**src/design/stcp_pkg.sv**
```systemverilog
// Purpose: constants for the compare/pwm timer
// Assumes: classic wishbone, 32-bit data, byte address
// Notes: register offsets are word aligned
package stcp_pkg;
	// ----------------------------------------
	// register map
	// ----------------------------------------
	localparam logic [7:0] STCP_CTRL0_OFS = 8'h00;
	localparam logic [7:0] STCP_CTRL1_OFS = 8'h04;
	localparam logic [7:0] STCP_CMPA_LO_OFS = 8'h08;
	localparam logic [7:0] STCP_CMPA_HI_OFS = 8'h0c;
	localparam logic [7:0] STCP_CNT_LO_OFS = 8'h10;
	localparam logic [7:0] STCP_CNT_HI_OFS = 8'h14;
	localparam logic [7:0] STCP_FLAGS_OFS = 8'h18;
	localparam logic [7:0] STCP_CLKDIV_OFS = 8'h1c;
	// ----------------------------------------
	// field positions
	// ----------------------------------------
	localparam int STCP_RUN_BIT = 3;
	localparam int STCP_PVAL_LSB = 0;
	localparam int STCP_MODE_LSB = 6;
	localparam int STCP_FUNC_LSB = 4;
	localparam int STCP_OC_BIT = 3;
	localparam int STCP_POL_BIT = 2;
	localparam int STCP_SWAP_BIT = 1;
	localparam int STCP_CCLR_BIT = 0;
	localparam int STCP_FLAG_A_BIT = 0;
	localparam int STCP_FLAG_P_BIT = 1;
	localparam logic [7:0] STCP_CTRL0_RST = 8'h00;
	localparam logic [7:0] STCP_CTRL1_RST = 8'h00;
	localparam logic [9:0] STCP_CMPA_RST = 10'h000;
	localparam logic [7:0] STCP_CLKDIV_RST = 8'h00;
	localparam logic [9:0] STCP_CNT_MAX = 10'h3ff;
	localparam logic [9:0] STCP_PSTEP = 10'h080;
	// ----------------------------------------
	// modes and output functions
	// ----------------------------------------
	typedef enum logic [1:0] {
		STCP_MODE_CMP = 2'h0,
		STCP_MODE_CAP = 2'h1,
		STCP_MODE_PWM = 2'h2,
		STCP_MODE_TMR = 2'h3
	} stcp_mode_t;
	localparam logic [1:0] STCP_FN_NONE = 2'h0;
	localparam logic [1:0] STCP_FN_LOW = 2'h1;
	localparam logic [1:0] STCP_FN_HIGH = 2'h2;
	localparam logic [1:0] STCP_FN_TOG = 2'h3;
endpackage : stcp_pkg

```
**src/design/stcp_tick_if.sv**
```systemverilog
// Purpose: carries the counter tick and its match results between modules
// Assumes: single clock
// Notes: tick is a one-cycle enable
`timescale 1ns/1ns
interface stcp_tick_if;
	logic tick;
	logic [9:0] count;
	logic [9:0] cmp_a;
	logic [2:0] cmp_p;
	logic match_a;
	logic match_p;
	modport div (output tick);
	modport user (input tick, output count, output cmp_a, output cmp_p,
		input match_a, input match_p);
	modport cmp (input count, input cmp_a, input cmp_p, output match_a,
		output match_p);
endinterface : stcp_tick_if

```
**src/design/stcp_timer.sv**
```systemverilog
// Purpose: 10-bit compare / timer / edge pwm timer with wishbone registers
// Assumes: classic wishbone slave, one wait state on every access
// Notes: capture and single pulse modes are not provided
`timescale 1ns/1ns

module stcp_timer
	import stcp_pkg::*;
(
	input wire logic clk_i, // system clock
	input wire logic rst_i, // sync reset, high
	input wire logic wb_cyc_i, // wishbone cycle
	input wire logic wb_stb_i, // wishbone strobe
	input wire logic wb_we_i, // write enable
	input wire logic [7:0] wb_adr_i, // byte address
	input wire logic [3:0] wb_sel_i, // byte lanes
	input wire logic [31:0] wb_dat_i, // write data
	output logic [31:0] wb_dat_o, // read data
	output logic wb_ack_o, // acknowledge
	output logic wb_err_o, // unmapped address
	output logic timer_out_o, // timer output pin level
	output logic timer_out_en_o, // pin driven by timer
	output logic match_a_flag_o, // comparator A flag
	output logic match_p_flag_o // comparator P flag
);
	stcp_tick_if tk ();

	// ----------------------------------------
	// register state
	// ----------------------------------------
	logic [7:0] ctrl0_r, ctrl0_nxt;
	logic [7:0] ctrl1_r, ctrl1_nxt;
	logic [9:0] cmpa_r, cmpa_nxt;
	logic [7:0] clkdiv_r, clkdiv_nxt;
	logic [9:0] cnt_r, cnt_nxt;
	logic flag_a_r, flag_a_nxt;
	logic flag_p_r, flag_p_nxt;
	logic run_d_r, run_d_nxt;
	logic pin_r, pin_nxt;
	logic pin_en_r, pin_en_nxt;
	logic ack_r, ack_nxt;
	logic err_r, err_nxt;
	logic [31:0] rdat_r, rdat_nxt;

	logic run, run_rise;
	logic [1:0] func;
	logic [2:0] pval;
	logic [9:0] pfull;
	stcp_mode_t mode;
	logic req, hit;
	logic set_a, set_p, clr_cnt;
	logic pwm_act;
	logic [9:0] period, duty;

	// decode a register offset; true when mapped
	function automatic logic stcp_mapped(input logic [7:0] adr);
		stcp_mapped = (adr == STCP_CTRL0_OFS) || (adr == STCP_CTRL1_OFS) ||
			(adr == STCP_CMPA_LO_OFS) || (adr == STCP_CMPA_HI_OFS) ||
			(adr == STCP_CNT_LO_OFS) || (adr == STCP_CNT_HI_OFS) ||
			(adr == STCP_FLAGS_OFS) || (adr == STCP_CLKDIV_OFS);
	endfunction : stcp_mapped

	// ----------------------------------------
	// divider and comparators
	// ----------------------------------------
	stcp_clkdiv u_div (
		.clk_i(clk_i),
		.rst_i(rst_i),
		.div_i(clkdiv_r),
		.tk(tk.div)
	);

	stcp_compare u_cmp (
		.tk(tk.cmp)
	);

	assign tk.count = cnt_r;
	assign tk.cmp_a = cmpa_r;
	assign tk.cmp_p = pval;

	// ----------------------------------------
	// field decode
	// ----------------------------------------
	always_comb
	begin
		run = ctrl0_r[STCP_RUN_BIT];
		pval = ctrl0_r[STCP_PVAL_LSB +: 3];
		mode = stcp_mode_t'(ctrl1_r[STCP_MODE_LSB +: 2]);
		func = ctrl1_r[STCP_FUNC_LSB +: 2];
		run_rise = run && !run_d_r;
		pfull = (pval == 3'h0) ? STCP_CNT_MAX : {pval, 7'h00} - 10'h001;
		req = wb_cyc_i && wb_stb_i && !ack_r && !err_r;
		hit = stcp_mapped(wb_adr_i);
	end

	// ----------------------------------------
	// counter, matches and flags
	// ----------------------------------------
	always_comb
	begin
		set_a = 1'b0;
		set_p = 1'b0;
		clr_cnt = 1'b0;
		period = 10'h000;
		duty = 10'h000;
		unique case (mode)
			STCP_MODE_PWM:
			begin
				period = (pval == 3'h0) ? STCP_CNT_MAX : {pval, 7'h00};
				duty = cmpa_r;
				if (ctrl1_r[STCP_SWAP_BIT])
				begin
					period = cmpa_r;
					duty = (pval == 3'h0) ? STCP_CNT_MAX : {pval, 7'h00};
				end
				set_a = tk.match_a;
				set_p = tk.match_p;
				if (ctrl1_r[STCP_SWAP_BIT])
					clr_cnt = (cnt_r == cmpa_r - 10'h001) || (cmpa_r == 10'h000);
				else
					clr_cnt = (cnt_r == pfull);
			end
			default:
			begin
				if (ctrl1_r[STCP_CCLR_BIT])
				begin
					set_a = tk.match_a && (cmpa_r != 10'h000);
					clr_cnt = (cmpa_r == 10'h000) ? (cnt_r == STCP_CNT_MAX) :
						tk.match_a;
				end
				else
				begin
					// P clears or wraps, both flags
					set_a = tk.match_a && (cmpa_r != 10'h000);
					set_p = tk.match_p;
					clr_cnt = (cnt_r == pfull);
				end
			end
		endcase
		set_a = set_a && run && tk.tick;
		set_p = set_p && run && tk.tick;
	end

	always_comb
	begin
		cnt_nxt = cnt_r;
		if (run_rise)
			cnt_nxt = 10'h000;
		else if (run && tk.tick)
			cnt_nxt = clr_cnt ? 10'h000 : cnt_r + 10'h001;
		run_d_nxt = run;
		// set wins over clear
		flag_a_nxt = flag_a_r;
		flag_p_nxt = flag_p_r;
		if (req && wb_we_i && wb_sel_i[0] && (wb_adr_i == STCP_FLAGS_OFS))
		begin
			if (wb_dat_i[STCP_FLAG_A_BIT])
				flag_a_nxt = 1'b0;
			if (wb_dat_i[STCP_FLAG_P_BIT])
				flag_p_nxt = 1'b0;
		end
		if (set_a)
			flag_a_nxt = 1'b1;
		if (set_p)
			flag_p_nxt = 1'b1;
	end

	// ----------------------------------------
	// output pin
	// ----------------------------------------
	always_comb
	begin
		pin_nxt = pin_r;
		pin_en_nxt = 1'b0;
		// duty at or above period stays active
		pwm_act = (duty >= period) || (cnt_r < duty);
		unique case (mode)
			STCP_MODE_CMP:
			begin
				pin_en_nxt = 1'b1;
				if (run_rise)
					pin_nxt = ctrl1_r[STCP_OC_BIT];
				else if (set_a)
				begin
					unique case (func)
						STCP_FN_LOW: pin_nxt = 1'b0;
						STCP_FN_HIGH: pin_nxt = 1'b1;
						STCP_FN_TOG: pin_nxt = !pin_r;
						default: pin_nxt = pin_r;
					endcase
				end
			end
			STCP_MODE_PWM:
			begin
				pin_en_nxt = 1'b1;
				unique case (func)
					STCP_FN_NONE: pin_nxt = !ctrl1_r[STCP_OC_BIT];
					STCP_FN_LOW: pin_nxt = ctrl1_r[STCP_OC_BIT];
					STCP_FN_HIGH: pin_nxt = (run && pwm_act) ? ctrl1_r[STCP_OC_BIT] :
						!ctrl1_r[STCP_OC_BIT];
					default: pin_nxt = pin_r;
				endcase
				pin_nxt = pin_nxt ^ ctrl1_r[STCP_POL_BIT];
			end
			default:
			begin
				pin_en_nxt = 1'b0;
				pin_nxt = pin_r;
			end
		endcase
	end

	// ----------------------------------------
	// wishbone slave
	// ----------------------------------------
	always_comb
	begin
		ctrl0_nxt = ctrl0_r;
		ctrl1_nxt = ctrl1_r;
		cmpa_nxt = cmpa_r;
		clkdiv_nxt = clkdiv_r;
		ack_nxt = req && hit;
		err_nxt = req && !hit;
		rdat_nxt = 32'h0000_0000;
		if (req && hit && wb_we_i && wb_sel_i[0])
		begin
			unique case (wb_adr_i)
				STCP_CTRL0_OFS: ctrl0_nxt = wb_dat_i[7:0] & 8'h0f;
				STCP_CTRL1_OFS: ctrl1_nxt = wb_dat_i[7:0];
				STCP_CMPA_LO_OFS: cmpa_nxt[7:0] = wb_dat_i[7:0];
				STCP_CMPA_HI_OFS: cmpa_nxt[9:8] = wb_dat_i[1:0];
				STCP_CLKDIV_OFS: clkdiv_nxt = wb_dat_i[7:0];
				default: ;
			endcase
		end
		if (req && hit && !wb_we_i)
		begin
			unique case (wb_adr_i)
				STCP_CTRL0_OFS: rdat_nxt[7:0] = ctrl0_r;
				STCP_CTRL1_OFS: rdat_nxt[7:0] = ctrl1_r;
				STCP_CMPA_LO_OFS: rdat_nxt[7:0] = cmpa_r[7:0];
				STCP_CMPA_HI_OFS: rdat_nxt[1:0] = cmpa_r[9:8];
				STCP_CNT_LO_OFS: rdat_nxt[7:0] = cnt_r[7:0];
				STCP_CNT_HI_OFS: rdat_nxt[1:0] = cnt_r[9:8];
				STCP_FLAGS_OFS: rdat_nxt[1:0] = {flag_p_r, flag_a_r};
				STCP_CLKDIV_OFS: rdat_nxt[7:0] = clkdiv_r;
				default: ;
			endcase
		end
	end

	always_ff @(posedge clk_i)
	begin
		if (rst_i)
		begin
			ctrl0_r <= STCP_CTRL0_RST;
			ctrl1_r <= STCP_CTRL1_RST;
			cmpa_r <= STCP_CMPA_RST;
			clkdiv_r <= STCP_CLKDIV_RST;
			cnt_r <= 10'h000;
			flag_a_r <= 1'b0;
			flag_p_r <= 1'b0;
			run_d_r <= 1'b0;
			pin_r <= 1'b0;
			pin_en_r <= 1'b0;
			ack_r <= 1'b0;
			err_r <= 1'b0;
			rdat_r <= 32'h0000_0000;
		end
		else
		begin
			ctrl0_r <= ctrl0_nxt;
			ctrl1_r <= ctrl1_nxt;
			cmpa_r <= cmpa_nxt;
			clkdiv_r <= clkdiv_nxt;
			cnt_r <= cnt_nxt;
			flag_a_r <= flag_a_nxt;
			flag_p_r <= flag_p_nxt;
			run_d_r <= run_d_nxt;
			pin_r <= pin_nxt;
			pin_en_r <= pin_en_nxt;
			ack_r <= ack_nxt;
			err_r <= err_nxt;
			rdat_r <= rdat_nxt;
		end
	end

	// ----------------------------------------
	// outputs
	// ----------------------------------------
	assign wb_dat_o = rdat_r;
	assign wb_ack_o = ack_r;
	assign wb_err_o = err_r;
	assign timer_out_o = pin_r;
	assign timer_out_en_o = pin_en_r;
	assign match_a_flag_o = flag_a_r;
	assign match_p_flag_o = flag_p_r;
endmodule : stcp_timer

// comparators A and P
module stcp_compare
	import stcp_pkg::*;
(
	stcp_tick_if.cmp tk // count and compare values
);
	logic [9:0] next_cnt;

	// count this tick brings; a clear on match replaces it, so period equals value
	assign next_cnt = tk.count + 10'h001;
	assign tk.match_a = (next_cnt == tk.cmp_a);
	assign tk.match_p = (next_cnt[9:7] == tk.cmp_p) && (next_cnt[6:0] == 7'h00) &&
		(tk.cmp_p != 3'h0);
endmodule : stcp_compare

```
**src/design/stcp_clkdiv.sv**
```systemverilog
// Purpose: module clock enable from the system clock
// Assumes: divide value 0 means every cycle
// Notes: stands in for the selectable counter clock source
`timescale 1ns/1ns
module stcp_clkdiv
	import stcp_pkg::*;
(
	input wire logic clk_i, // system clock
	input wire logic rst_i, // sync reset, high
	input wire logic [7:0] div_i, // cycles between ticks minus one
	stcp_tick_if.div tk // tick out
);
	logic [7:0] cnt_r;
	logic [7:0] cnt_nxt;
	logic tick_r;
	logic tick_nxt;

	always_comb
	begin
		tick_nxt = (cnt_r >= div_i);
		cnt_nxt = tick_nxt ? 8'h00 : cnt_r + 8'h01;
	end

	always_ff @(posedge clk_i)
	begin
		if (rst_i)
		begin
			cnt_r <= 8'h00;
			tick_r <= 1'b0;
		end
		else
		begin
			cnt_r <= cnt_nxt;
			tick_r <= tick_nxt;
		end
	end

	assign tk.tick = tick_r;
endmodule : stcp_clkdiv

```
**config.mk**
```make
export PLATFORM = sky130hd
export DESIGN_NAME = stcp_timer
export DESIGN_NICKNAME = d
export VERILOG_FILES = /design/src/design/stcp_pkg.sv /design/src/design/stcp_tick_if.sv /design/src/design/stcp_timer.sv /design/src/design/stcp_clkdiv.sv
export SDC_FILE = /design/constraint.sdc
export NUM_CORES = 1
export LEC_CHECK = 0
export BUFFER_PORTS_ARGS = -buffer_cell sky130_fd_sc_hd__buf_4
export CORE_ASPECT_RATIO = 1.25
export CORE_UTILIZATION = 45
export CTS_CLUSTER_DIAMETER = 80
export DETAILED_ROUTE_END_ITERATION = 10
export GPL_ROUTABILITY_DRIVEN = 0
export GPL_TIMING_DRIVEN = 0
export PLACE_DENSITY_LB_ADDON = 0.08
export SLEW_MARGIN = 20
export SYNTH_ARGS = -nofsm -noshare
export SYNTH_HDL_FRONTEND = slang
export SYNTH_HIERARCHICAL = 1
export SYNTH_SLANG_ARGS = --single-unit
```
**constraint.sdc**
```tcl
create_clock -name clk_i -period 3.21 [get_ports clk_i]
set_input_delay 0.642 -clock clk_i [delete_from_list [all_inputs] [get_ports clk_i]]
set_output_delay 0.642 -clock clk_i [all_outputs]
set_load 0.1 [all_outputs]
```
Word level (Yosys, flattened, before mapping)
Index checks and enable logic that the tools add are counted.
Operators by class
  reduce and logical (&&, ||, !) cells: 62
  equality and inequality tests: 18
  bitwise logic cells: 2
  add/sub/neg operators: 4
  order comparisons: 3
  muxes and demuxes: 30
Operators by type and width (count)
  two-way mux 10 bit: 7
  == test 8 x 5 -> 1 bit, second input constant: 4
  == test 10 bit: 3
  case mux 6 bit (5 select lines): 1
  logical AND 1 bit: 21
  subtractor 10 x 1 -> 10 bit, second input constant: 2
  two-way mux 1 bit: 18
  == test 8 x 4 -> 1 bit, second input constant: 2
  case mux 2 bit (8 select lines): 1
  AND reduction 2 bit: 7
  adder 10 x 1 -> 10 bit, second input constant: 1
  == test 10 bit, second input constant: 1
  greater-or-equal comparator 10 bit: 1
  zero test 10 bit: 1
  less-than comparator 10 bit: 1
  nonzero test 10 bit: 1
  nonzero test 2 bit: 5
  logical OR 1 bit: 9
  adder 8 x 1 -> 8 bit, second input constant: 1
  == test 8 x 3 -> 1 bit, second input constant: 1
  greater-or-equal comparator 8 bit: 1
  zero test 8 bit: 1
  OR reduction 2 bit: 4
  zero test 1 bit: 7
  other kinds (14): 18
Storage, ports and cells
  output and inout bits: 38
  bits of input ports: 49
  bits in registers: 88
  word-level logic and storage cells: 136

Longest topological paths before layout
Gate-level depths: netlist (run 1).
  depth after elaboration: 12
  depth in mapped cells: 15

By module
The synthesis (run 1) kept the hierarchy.
By module, submodules not included
  stcp_timer: cells each 468, instances 1, area each 3826.2 um^2, seq. area each 1101.1 um^2
  stcp_clkdiv: cells each 59, instances 1, area each 590.6 um^2, seq. area each 180.2 um^2
  stcp_compare: cells each 76, instances 1, area each 553.0 um^2, seq. area each 0.0 um^2

Worst setup path before layout (run 1)
No wires, ideal clock.
  path type: register to register
  from: register ctrl0_r[0]
  to: register pin_r, in the netlist timer_out_o
  period minus slack after synthesis: 2.687 ns
  cell stages (with the launch flop): 13
  data required time: 3.134 ns
  data arrival time: 2.612 ns
  setup slack: 0.523 ns
  cells stage by stage: dfxtp_1 inv_1 ha_1 nand2b_1 a21oi_1 o21ai_0 ha_1 nand4_1 a211o_1 a21o_1 a211oi_1 mux2_2 o22ai_1
On the way
  longest elaborated chain between the ends: 12
  elaborated cells on any way between the ends: 15
  those cells by class: order compare (2); mux (9); bitwise (1); reduce/logical (3)
Ends and longest elaborated chain
  start: declaration: line stcp_timer.sv:30  | logic [7:0] ctrl0_r, ctrl0_nxt;
  start signal: assignment: line stcp_timer.sv:271  | ctrl0_r <= ctrl0_nxt;
  zero test 3 bit: line stcp_timer.sv:108, stcp_timer.sv:113
  two-way mux 10 bit (*): line stcp_timer.sv:108, stcp_timer.sv:113
  two-way mux 10 bit: line stcp_timer.sv:110  | if (ctrl1_r[STCP_SWAP_BIT])
  two-way mux 10 bit: line stcp_timer.sv:105  | unique case (mode)
  greater-or-equal comparator 10 bit / less-than comparator 10 bit (equally long branches): line stcp_timer.sv:175  | pwm_act = (duty >= period) || (cnt_r < duty);
  logical OR 1 bit (*): line stcp_timer.sv:175
  logical AND 1 bit (*): line stcp_timer.sv:198  | STCP_FN_HIGH: pin_nxt = (run && pwm_act) ? ctrl1_r[STCP_OC_BIT] :
  two-way mux 1 bit (*): line stcp_timer.sv:198
  case mux 1 bit (3 select lines) (*): line stcp_timer.sv:195  | unique case (func)
  two-way mux 1 bit (*): line stcp_timer.sv:176  | unique case (mode)
  bitwise XOR 1 bit (*): line stcp_timer.sv:202  | pin_nxt = pin_nxt ^ ctrl1_r[STCP_POL_BIT];
  case mux 1 bit (2 select lines) (*): line stcp_timer.sv:176
  end signal: assignment: line stcp_timer.sv:279  | pin_r <= pin_nxt;
  end: declaration: line stcp_timer.sv:38  | logic pin_r, pin_nxt;
Every way passes the cells marked *; elsewhere a longest branch is shown, timed or not. The select of a mux whose other input is x is not followed.
A chain may end at the register's enable or synchronous reset.

==> impl_metrics.json, run 1 <==
{
  "path_clk_slew_ns": 0.06,
  "tightest_slew_ns": 0.715,
  "layout-drive-gt1-share_pct": 18.5,
  "dr_total_vias": 4522,
  "syn2layout_area_growth_pct": 17.3,
  "final_area_mm2": 0.00583,
  "layout_commonest_cell": "nor2_1",
  "drt_iter0_markers": 257,
  "setup_viol": 0,
  "worst_ep_required_time_ns": 3.41,
  "track_usage_pct": 25.2,
  "grt_overflow": 0,
  "grt_pass1_wl_um": 21800,
  "clkLatencyLatePin_ns": 0.33,
  "hold_class": "reg -> reg",
  "via_per_inst": 5.59,
  "firstDrtPassIters": 5,
  "p_leak_nw": 2.48,
  "antenna_found_initial": 0,
  "cp_cell_sequence": "ha_1 -> nand3_2 -> xnor2_1 -> or3_1 -> a21oi_1 -> o2111a_1 -> o211ai_1 -> o21ai_0 -> nor2b_1 -> mux2i_1 -> o22ai_1",
  "antenna_left": 0,
  "synth_enable_flop_cells": 0,
  "multiInputGateArea_mm2": 0.00340,
  "cts_buffers": 9,
  "die_area_mm2": 0.0115,
  "timing_hold_violations_final": 0,
  "pin_count": 87,
  "final_util_pct": 54.6,
  "coreArea_mm2": 0.0107,
  "cts_max_level": 3,
  "reg2reg_slack_ns": 0.16,
  "start_util_pct": 46.6,
  "place_ws_ns": -0.202,
  "r2r-end": "timer_out_o$_SDFFE_PP0P_",
  "ys_seq_area_share_pct": 25.8,
  "synth_area_mm2": 0.00497,
  "outcome": "finished, final reports clean",
  "cts.sinks": 64,
  "wl_met1_um": 5700,
  "rows": 42,
  "min_period_ns": 3.05,
  "syn_inst": 603,
  "reg2regPathDepth": 11,
  "numPortBuffers": 33,
  "detailed_place_hpwl_um": 10700,
  "wl_met3_um": 588,
  "cpMaxStageDelayCell": "dfxtp_4",
  "maxSlewViolCount": 0,
  "cts_max_path_buffers": 2,
  "synth.distinct_cells": 72,
  "holdPathStages": 2,
  "layout_common_cells": "nor2_1, buf_4, dfxtp_1, nand2_1, mux2i_1",
  "synth_top_area_share_pct": 25.8,
  "yosysTopAreaCell": "dfxtp_1",
  "num-nets-final": 756,
  "met2_length_um": 7000,
  "wl_um": 13700,
  "instances_no_fill": 809,
  "setup_slack_ns": 0.161,
  "drv_cap": 0,
  "start_kind": "flip-flop",
  "fin_skew_ns": 0.0100,
  "holdWs_ns": 0.478,
  "seq_area_mm2": 0.00129,
  "cts_root_buf": "clkbuf_16",
  "ys_ff_latch": 64,
  "top_layer_used": "met4",
  "critical-path-top-delay-family": "compound AO/OA/AOI/OAI gates",
  "dpl-instance-area_mm2": 0.00547,
  "syn_avg_cell_area_um2": 8.24,
  "synth_area_leaders": "dfxtp_1, ha_1, mux2i_1, nor2_1, xnor2_1",
  "grt_pass1_vias": 4394,
  "clock.fmax_mhz": 328,
  "p_per_area_mw_per_mm2": 347,
  "worstPathMaxFanout": 12,
  "worstSetupPathType": "reg -> reg",
  "antennaDiodeCount": 0,
  "wl_per_cell_um": 17.0,
  "slew_headroom_pct": 52.0,
  "crit_arrival_ns": 3.24,
  "async_flop_share_pct": 0,
  "r2r-start": "cnt_r[0]$_SDFFE_PP0P_",
  "end_kind": "flip-flop",
  "cp.buffers_inverters": 0,
  "drcViolationCount": 0,
  "die_x_um": 96.0,
  "cts_tree": "yes",
  "dp_cells": 791,
  "die_h_um": 119,
  "postCtsHoldBufs": 0,
  "layout.filler_cells": 1013,
  "cp_slowest_stage_delay_ns": 0.47,
  "synth_ff_type": "dfxtp_1",
  "worstHoldStart": "match_a_flag_o$_SDFFE_PP0P_",
  "grt_max_degree": 13,
  "ys_warn_count": 6,
  "fin_crit_sh_pct": 95.0,
  "worstHoldEndpoint": "match_a_flag_o$_SDFFE_PP0P_",
  "peakVddDrop_uv": 308
}
## worst reg2reg max path, delay by kind of cell (launching register included)
family | cells | cell delay [ns]
AOI/OAI and AO/OA | 5 | 1.07
and+or+nand+nor | 3 | 0.72
DFF | 1 | 0.47
adders and majority gates | 1 | 0.27
muxes | 1 | 0.20
xor gates and xnor gates | 1 | 0.19
## cells in the mapped netlist (all sizes together), types with 3 or more instances
master,instances
xor2,23
xnor2,24
a22oi,7
a211oi,6
nor2,70
nand4,10
or4,3
ha,35
dfxtp,64
a21oi,26
nor3,32
nor2b,10
or3,6
buf,35
inv,24
o21ai,21
a222oi,6
a21o,7
clkbuf,16
mux2i,37
o211ai,5
nand2,48
nor3b,3
a31oi,3
o21bai,3
a221oi,4
nand3,22
nand2b,12
and3,5
o21a,3
nor4,3
## report_power, final
| group | total, mW | internal (mW) | leakage, nW | switching, mW |
|---|---|---|---|---|
| sequential | 0.796 | 0.795 | 0.519 | 0.00100 |
| clock | 1.01 | 0.647 | 0.148 | 0.366 |
| combinational | 0.216 | 0.0446 | 1.81 | 0.171 |
| total | 2.02 | 1.49 | 2.48 | 0.538 |
## flip-flops by register name, summed over array words and instances, names as in the netlist
name / cells
clkdiv_r: 8
ctrl1_r: 8
timer_out_o: 1
run_d_r: 1
cmpa_r: 10
u_div/cnt_r: 8
u_div/tk.tick: 1
match_a_flag_o: 1
wb_dat_o: 8
wb_ack_o: 1
ctrl0_r: 4
match_p_flag_o: 1
wb_err_o: 1
timer_out_en_o: 1
cnt_r: 10
## per-stage QoR
stage                     setup TNS, ns  power [mW]
after global routing           -0.00990        2.08
after CTS                             0        2.04
final                                 0        2.02
after floorplan                       0       0.992
after global placement           -0.202        1.03
after detailed placement         -0.202        1.03
## final cells by class
type / instances / share of cell area, %
flip-flops and latches: 64 / 22.2
repair buffers: 35 / 4.51
clock inverters: 5 / 1.07
well taps: 132 / 2.83
plain buffers: 51 / 5.13
multi-input cells: 487 / 58.4
inverters: 24 / 1.55
clock buffers: 11 / 4.34
## logic make-up (layout without fill, tap and decap cells)
kind of cell / after synthesis / in the layout / share of synthesized area, %
AOI/OAI and AO/OA: 109 / 109 / 15.8
DFF: 64 / 64 / 25.8
adders and majority gates: 35 / 35 / 8.81
xor gates and xnor gates: 47 / 47 / 8.28
other: 1 / 24 / 0.0755
muxes: 38 / 38 / 7.68
buffers and inverters: 75 / 126 / 7.83
and+or+nand+nor: 234 / 234 / 25.7
## layer usage
metal | track usage [%] | vias up
met5 | 0 | -
met4 | 12.3 | 0
met3 | 3.61 | 31
met2 | 43.6 | 142
met1 | 29.7 | 2114
li1 | - | 2235
## what timing repair did
action                                  4_1_cts  5_1_grt
endpoints found under the setup margin        1        1
endpoints found under the hold margin         0        0
pin swaps                                     0        1
gates resized for setup                       4        7
setup buffers                                 0        2
## worst max-delay path by stage
stage / start / endpoint / cells after the start
2_1_floorplan: ctrl0_r[0]$_SDFFE_PP0P_ / timer_out_o$_SDFFE_PP0P_ / 12
3_3_place_gp: cnt_r[0]$_SDFFE_PP0P_ / timer_out_o$_SDFFE_PP0P_ / 11
3_5_place_dp: cnt_r[0]$_SDFFE_PP0P_ / timer_out_o$_SDFFE_PP0P_ / 11
4_1_cts: ctrl0_r[0]$_SDFFE_PP0P_ / timer_out_o$_SDFFE_PP0P_ / 13
5_1_grt: ctrl0_r[0]$_SDFFE_PP0P_ / timer_out_o$_SDFFE_PP0P_ / 12
6_report: cnt_r[0]$_SDFFE_PP0P_ / timer_out_o$_SDFFE_PP0P_ / 11
No activity file was read; power rests on OpenSTA's default activity.
==> inputs of run 2 (changes only) <==
--- a/config.mk
+++ b/config.mk
@@ -6,13 +6,17 @@
 export NUM_CORES = 1
 export LEC_CHECK = 0
 export BUFFER_PORTS_ARGS = -buffer_cell sky130_fd_sc_hd__buf_4
+export CELL_PAD_IN_SITES_DETAIL_PLACEMENT = 0
+export CELL_PAD_IN_SITES_GLOBAL_PLACEMENT = 2
 export CORE_ASPECT_RATIO = 1.25
-export CORE_UTILIZATION = 45
+export CORE_MARGIN = 5
+export CORE_UTILIZATION = 34
 export CTS_CLUSTER_DIAMETER = 80
 export DETAILED_ROUTE_END_ITERATION = 10
 export GPL_ROUTABILITY_DRIVEN = 0
 export GPL_TIMING_DRIVEN = 0
 export PLACE_DENSITY_LB_ADDON = 0.08
+export REMOVE_ABC_BUFFERS = 1
 export SLEW_MARGIN = 20
 export SYNTH_ARGS = -nofsm -noshare
 export SYNTH_HDL_FRONTEND = slang
==> run 2 against run 1 <==
Effect of this change: utilization down 16 points; first-iteration DRC count down 27%; highest routed layer unchanged; critical path type unchanged; register-to-register slack better by 0.06 ns; largest power group unchanged; clock skew down 0.0058 ns; count of clock-buffer cells in the layout up 2.
==> impl_metrics.json, run 2 (same netlist as run 1, synthesis figures left out) <==
{
  "dp_cells": 788,
  "rows": 49,
  "holdPathStages": 2,
  "crit_arrival_ns": 3.18,
  "fin_skew_ns": 0.00416,
  "final_area_mm2": 0.00558,
  "detailed_place_hpwl_um": 11100,
  "peakVddDrop_uv": 272,
  "die_area_mm2": 0.0171,
  "num-nets-final": 706,
  "die_x_um": 118,
  "dr_total_vias": 4308,
  "cp_slowest_stage_delay_ns": 0.76,
  "setup-tns-final_ns": 0,
  "layout_common_cells": "nor2_1, dfxtp_1, nand2_1, mux2i_1, buf_4",
  "wl_per_cell_um": 18.3,
  "die_h_um": 145,
  "grt_pass1_vias": 4313,
  "path_clk_slew_ns": 0.05,
  "antenna_found_initial": 0,
  "drv_cap": 0,
  "worstSetupPathType": "reg -> reg",
  "via_per_inst": 5.35,
  "coreArea_mm2": 0.0143,
  "tightest_slew_ns": 0.821,
  "start_kind": "flip-flop",
  "clkLatencyLatePin_ns": 0.33,
  "r2r-end": "timer_out_o$_SDFFE_PP0P_",
  "hold_class": "reg -> reg",
  "antenna_left": 0,
  "cp_cell_sequence": "nand3_2 -> nor3_2 -> xnor2_1 -> nor3_1 -> o2111a_1 -> o211ai_1 -> o21ai_1 -> nor2b_1 -> mux2i_1 -> o22ai_1",
  "worst_ep_required_time_ns": 3.40,
  "cts_max_level": 3,
  "slew_headroom_pct": 44.8,
  "drcViolationCount": 0,
  "setup_viol": 0,
  "layout-drive-gt1-share_pct": 15.5,
  "pin_count": 87,
  "endpoint": "timer_out_o$_SDFFE_PP0P_",
  "total_power_mw": 1.87,
  "firstDrtPassIters": 7,
  "numPortBuffers": 35,
  "maxSlewViolCount": 0,
  "drt_iter0_markers": 188,
  "instances_no_fill": 805,
  "crit_cells": 10,
  "critical-path-top-delay-family": "simple AND/OR/NAND/NOR gates",
  "end_kind": "flip-flop",
  "reg2regPathDepth": 10,
  "cp.buffers_inverters": 0,
  "cpMaxStageDelayCell": "dfxtp_1",
  "p_leak_nw": 2.27,
  "startpoint": "cnt_r[6]$_SDFFE_PP0P_",
  "dpl-instance-area_mm2": 0.00524,
  "cts.sinks": 64,
  "min_period_ns": 2.99,
  "r2r-start": "cnt_r[6]$_SDFFE_PP0P_",
  "worstHoldStart": "match_a_flag_o$_SDFFE_PP0P_",
  "reg_top3": "cmpa_r x10, cnt_r x10",
  "track_usage_pct": 17.1,
  "cts_max_path_buffers": 2,
  "syn2layout_area_growth_pct": 12.2,
  "grt_pass1_wl_um": 23600,
  "clock.fmax_mhz": 335,
  "grt_overflow": 0,
  "cts_tree": "yes",
  "cts_root_buf": "clkbuf_16",
  "fin_crit_sh_pct": 93.0,
  "cts_buffers": 9,
  "holdWs_ns": 0.490,
  "layout_commonest_cell": "nor2_1",
  "outcome": "finished, final reports clean",
  "worstPathMaxFanout": 11,
  "antennaDiodeCount": 0,
  "p_per_area_mw_per_mm2": 335,
  "timing_hold_violations_final": 0,
  "grt_max_degree": 47,
  "wl_um": 14800,
  "start_util_pct": 34.6,
  "reg2reg_slack_ns": 0.22,
  "postCtsHoldBufs": 0,
  "grt_setup_unrepaired": "no"
}
==> run 2: cell types whose count changed in the layout (fill, tap and decap cells not counted), moves of 5 or more <==
cell      change
buf_2         -7
buf_4        -25
clkbuf_1     -12
dfxtp_1       -5
dfxtp_2       +5
==> run 2: cell type report <==
type / count / area, µm²
flip-flops and latches: 64 / 1300
clock inverters: 3 / 17.5
clock buffers: 13 / 250
fillers: 1526 / 8770
repair buffers: 36 / 270
inverters: 24 / 90.1
well taps: 178 / 223
multi-input cells: 487 / 3430
==> run 2: metal layers <==
metal  wire [µm]  vias to the layer above  global-route usage (%)  share of wire (%)
met4         253                        0                    5.34                1.7
met3         333                       15                    2.37                2.3
met1        6260                     2074                    20.2                 42
met5           0                        -                       0                  0
li1            -                     2144                       -                  -
met2        7900                       75                    31.7                 54
==> run 2: how the worst min path moves through the flow <==
stage                                   to
2_1_floorplan    u_div/cnt_r[0]$_SDFF_PP0_
3_3_place_gp   match_a_flag_o$_SDFFE_PP0P_
3_5_place_dp   match_a_flag_o$_SDFFE_PP0P_
4_1_cts        match_a_flag_o$_SDFFE_PP0P_
5_1_grt        match_a_flag_o$_SDFFE_PP0P_
6_report       match_a_flag_o$_SDFFE_PP0P_
==> run 2: per-stage QoR <==
step,util [%],worst slack (ns)
detailed placement,36.5,-0.232
finish,38.9,0.225
CTS,38.5,0.0417
global route,38.9,0.00536
global placement,36.5,-0.212
floorplan,-,0.513
==> run 2: tightest hold or removal path, cell delays in order, from the launching register on <==
cell and delay (ns):
dfxtp_1 0.32, nand2_1 0.06, a21oi_1 0.06
==> run 2: power by group <==
part           leakage (nW)  internal (mW)  switching, mW
Clock                 0.130          0.541          0.343
Sequential            0.521          0.795       0.000721
Combinational          1.62         0.0239          0.167
==> run 2: what timing repair did <==
action	CTS	global route
resized for setup	12	10
pin swaps	0	1
setup endpoints to repair	1	1
setup buffers	0	1
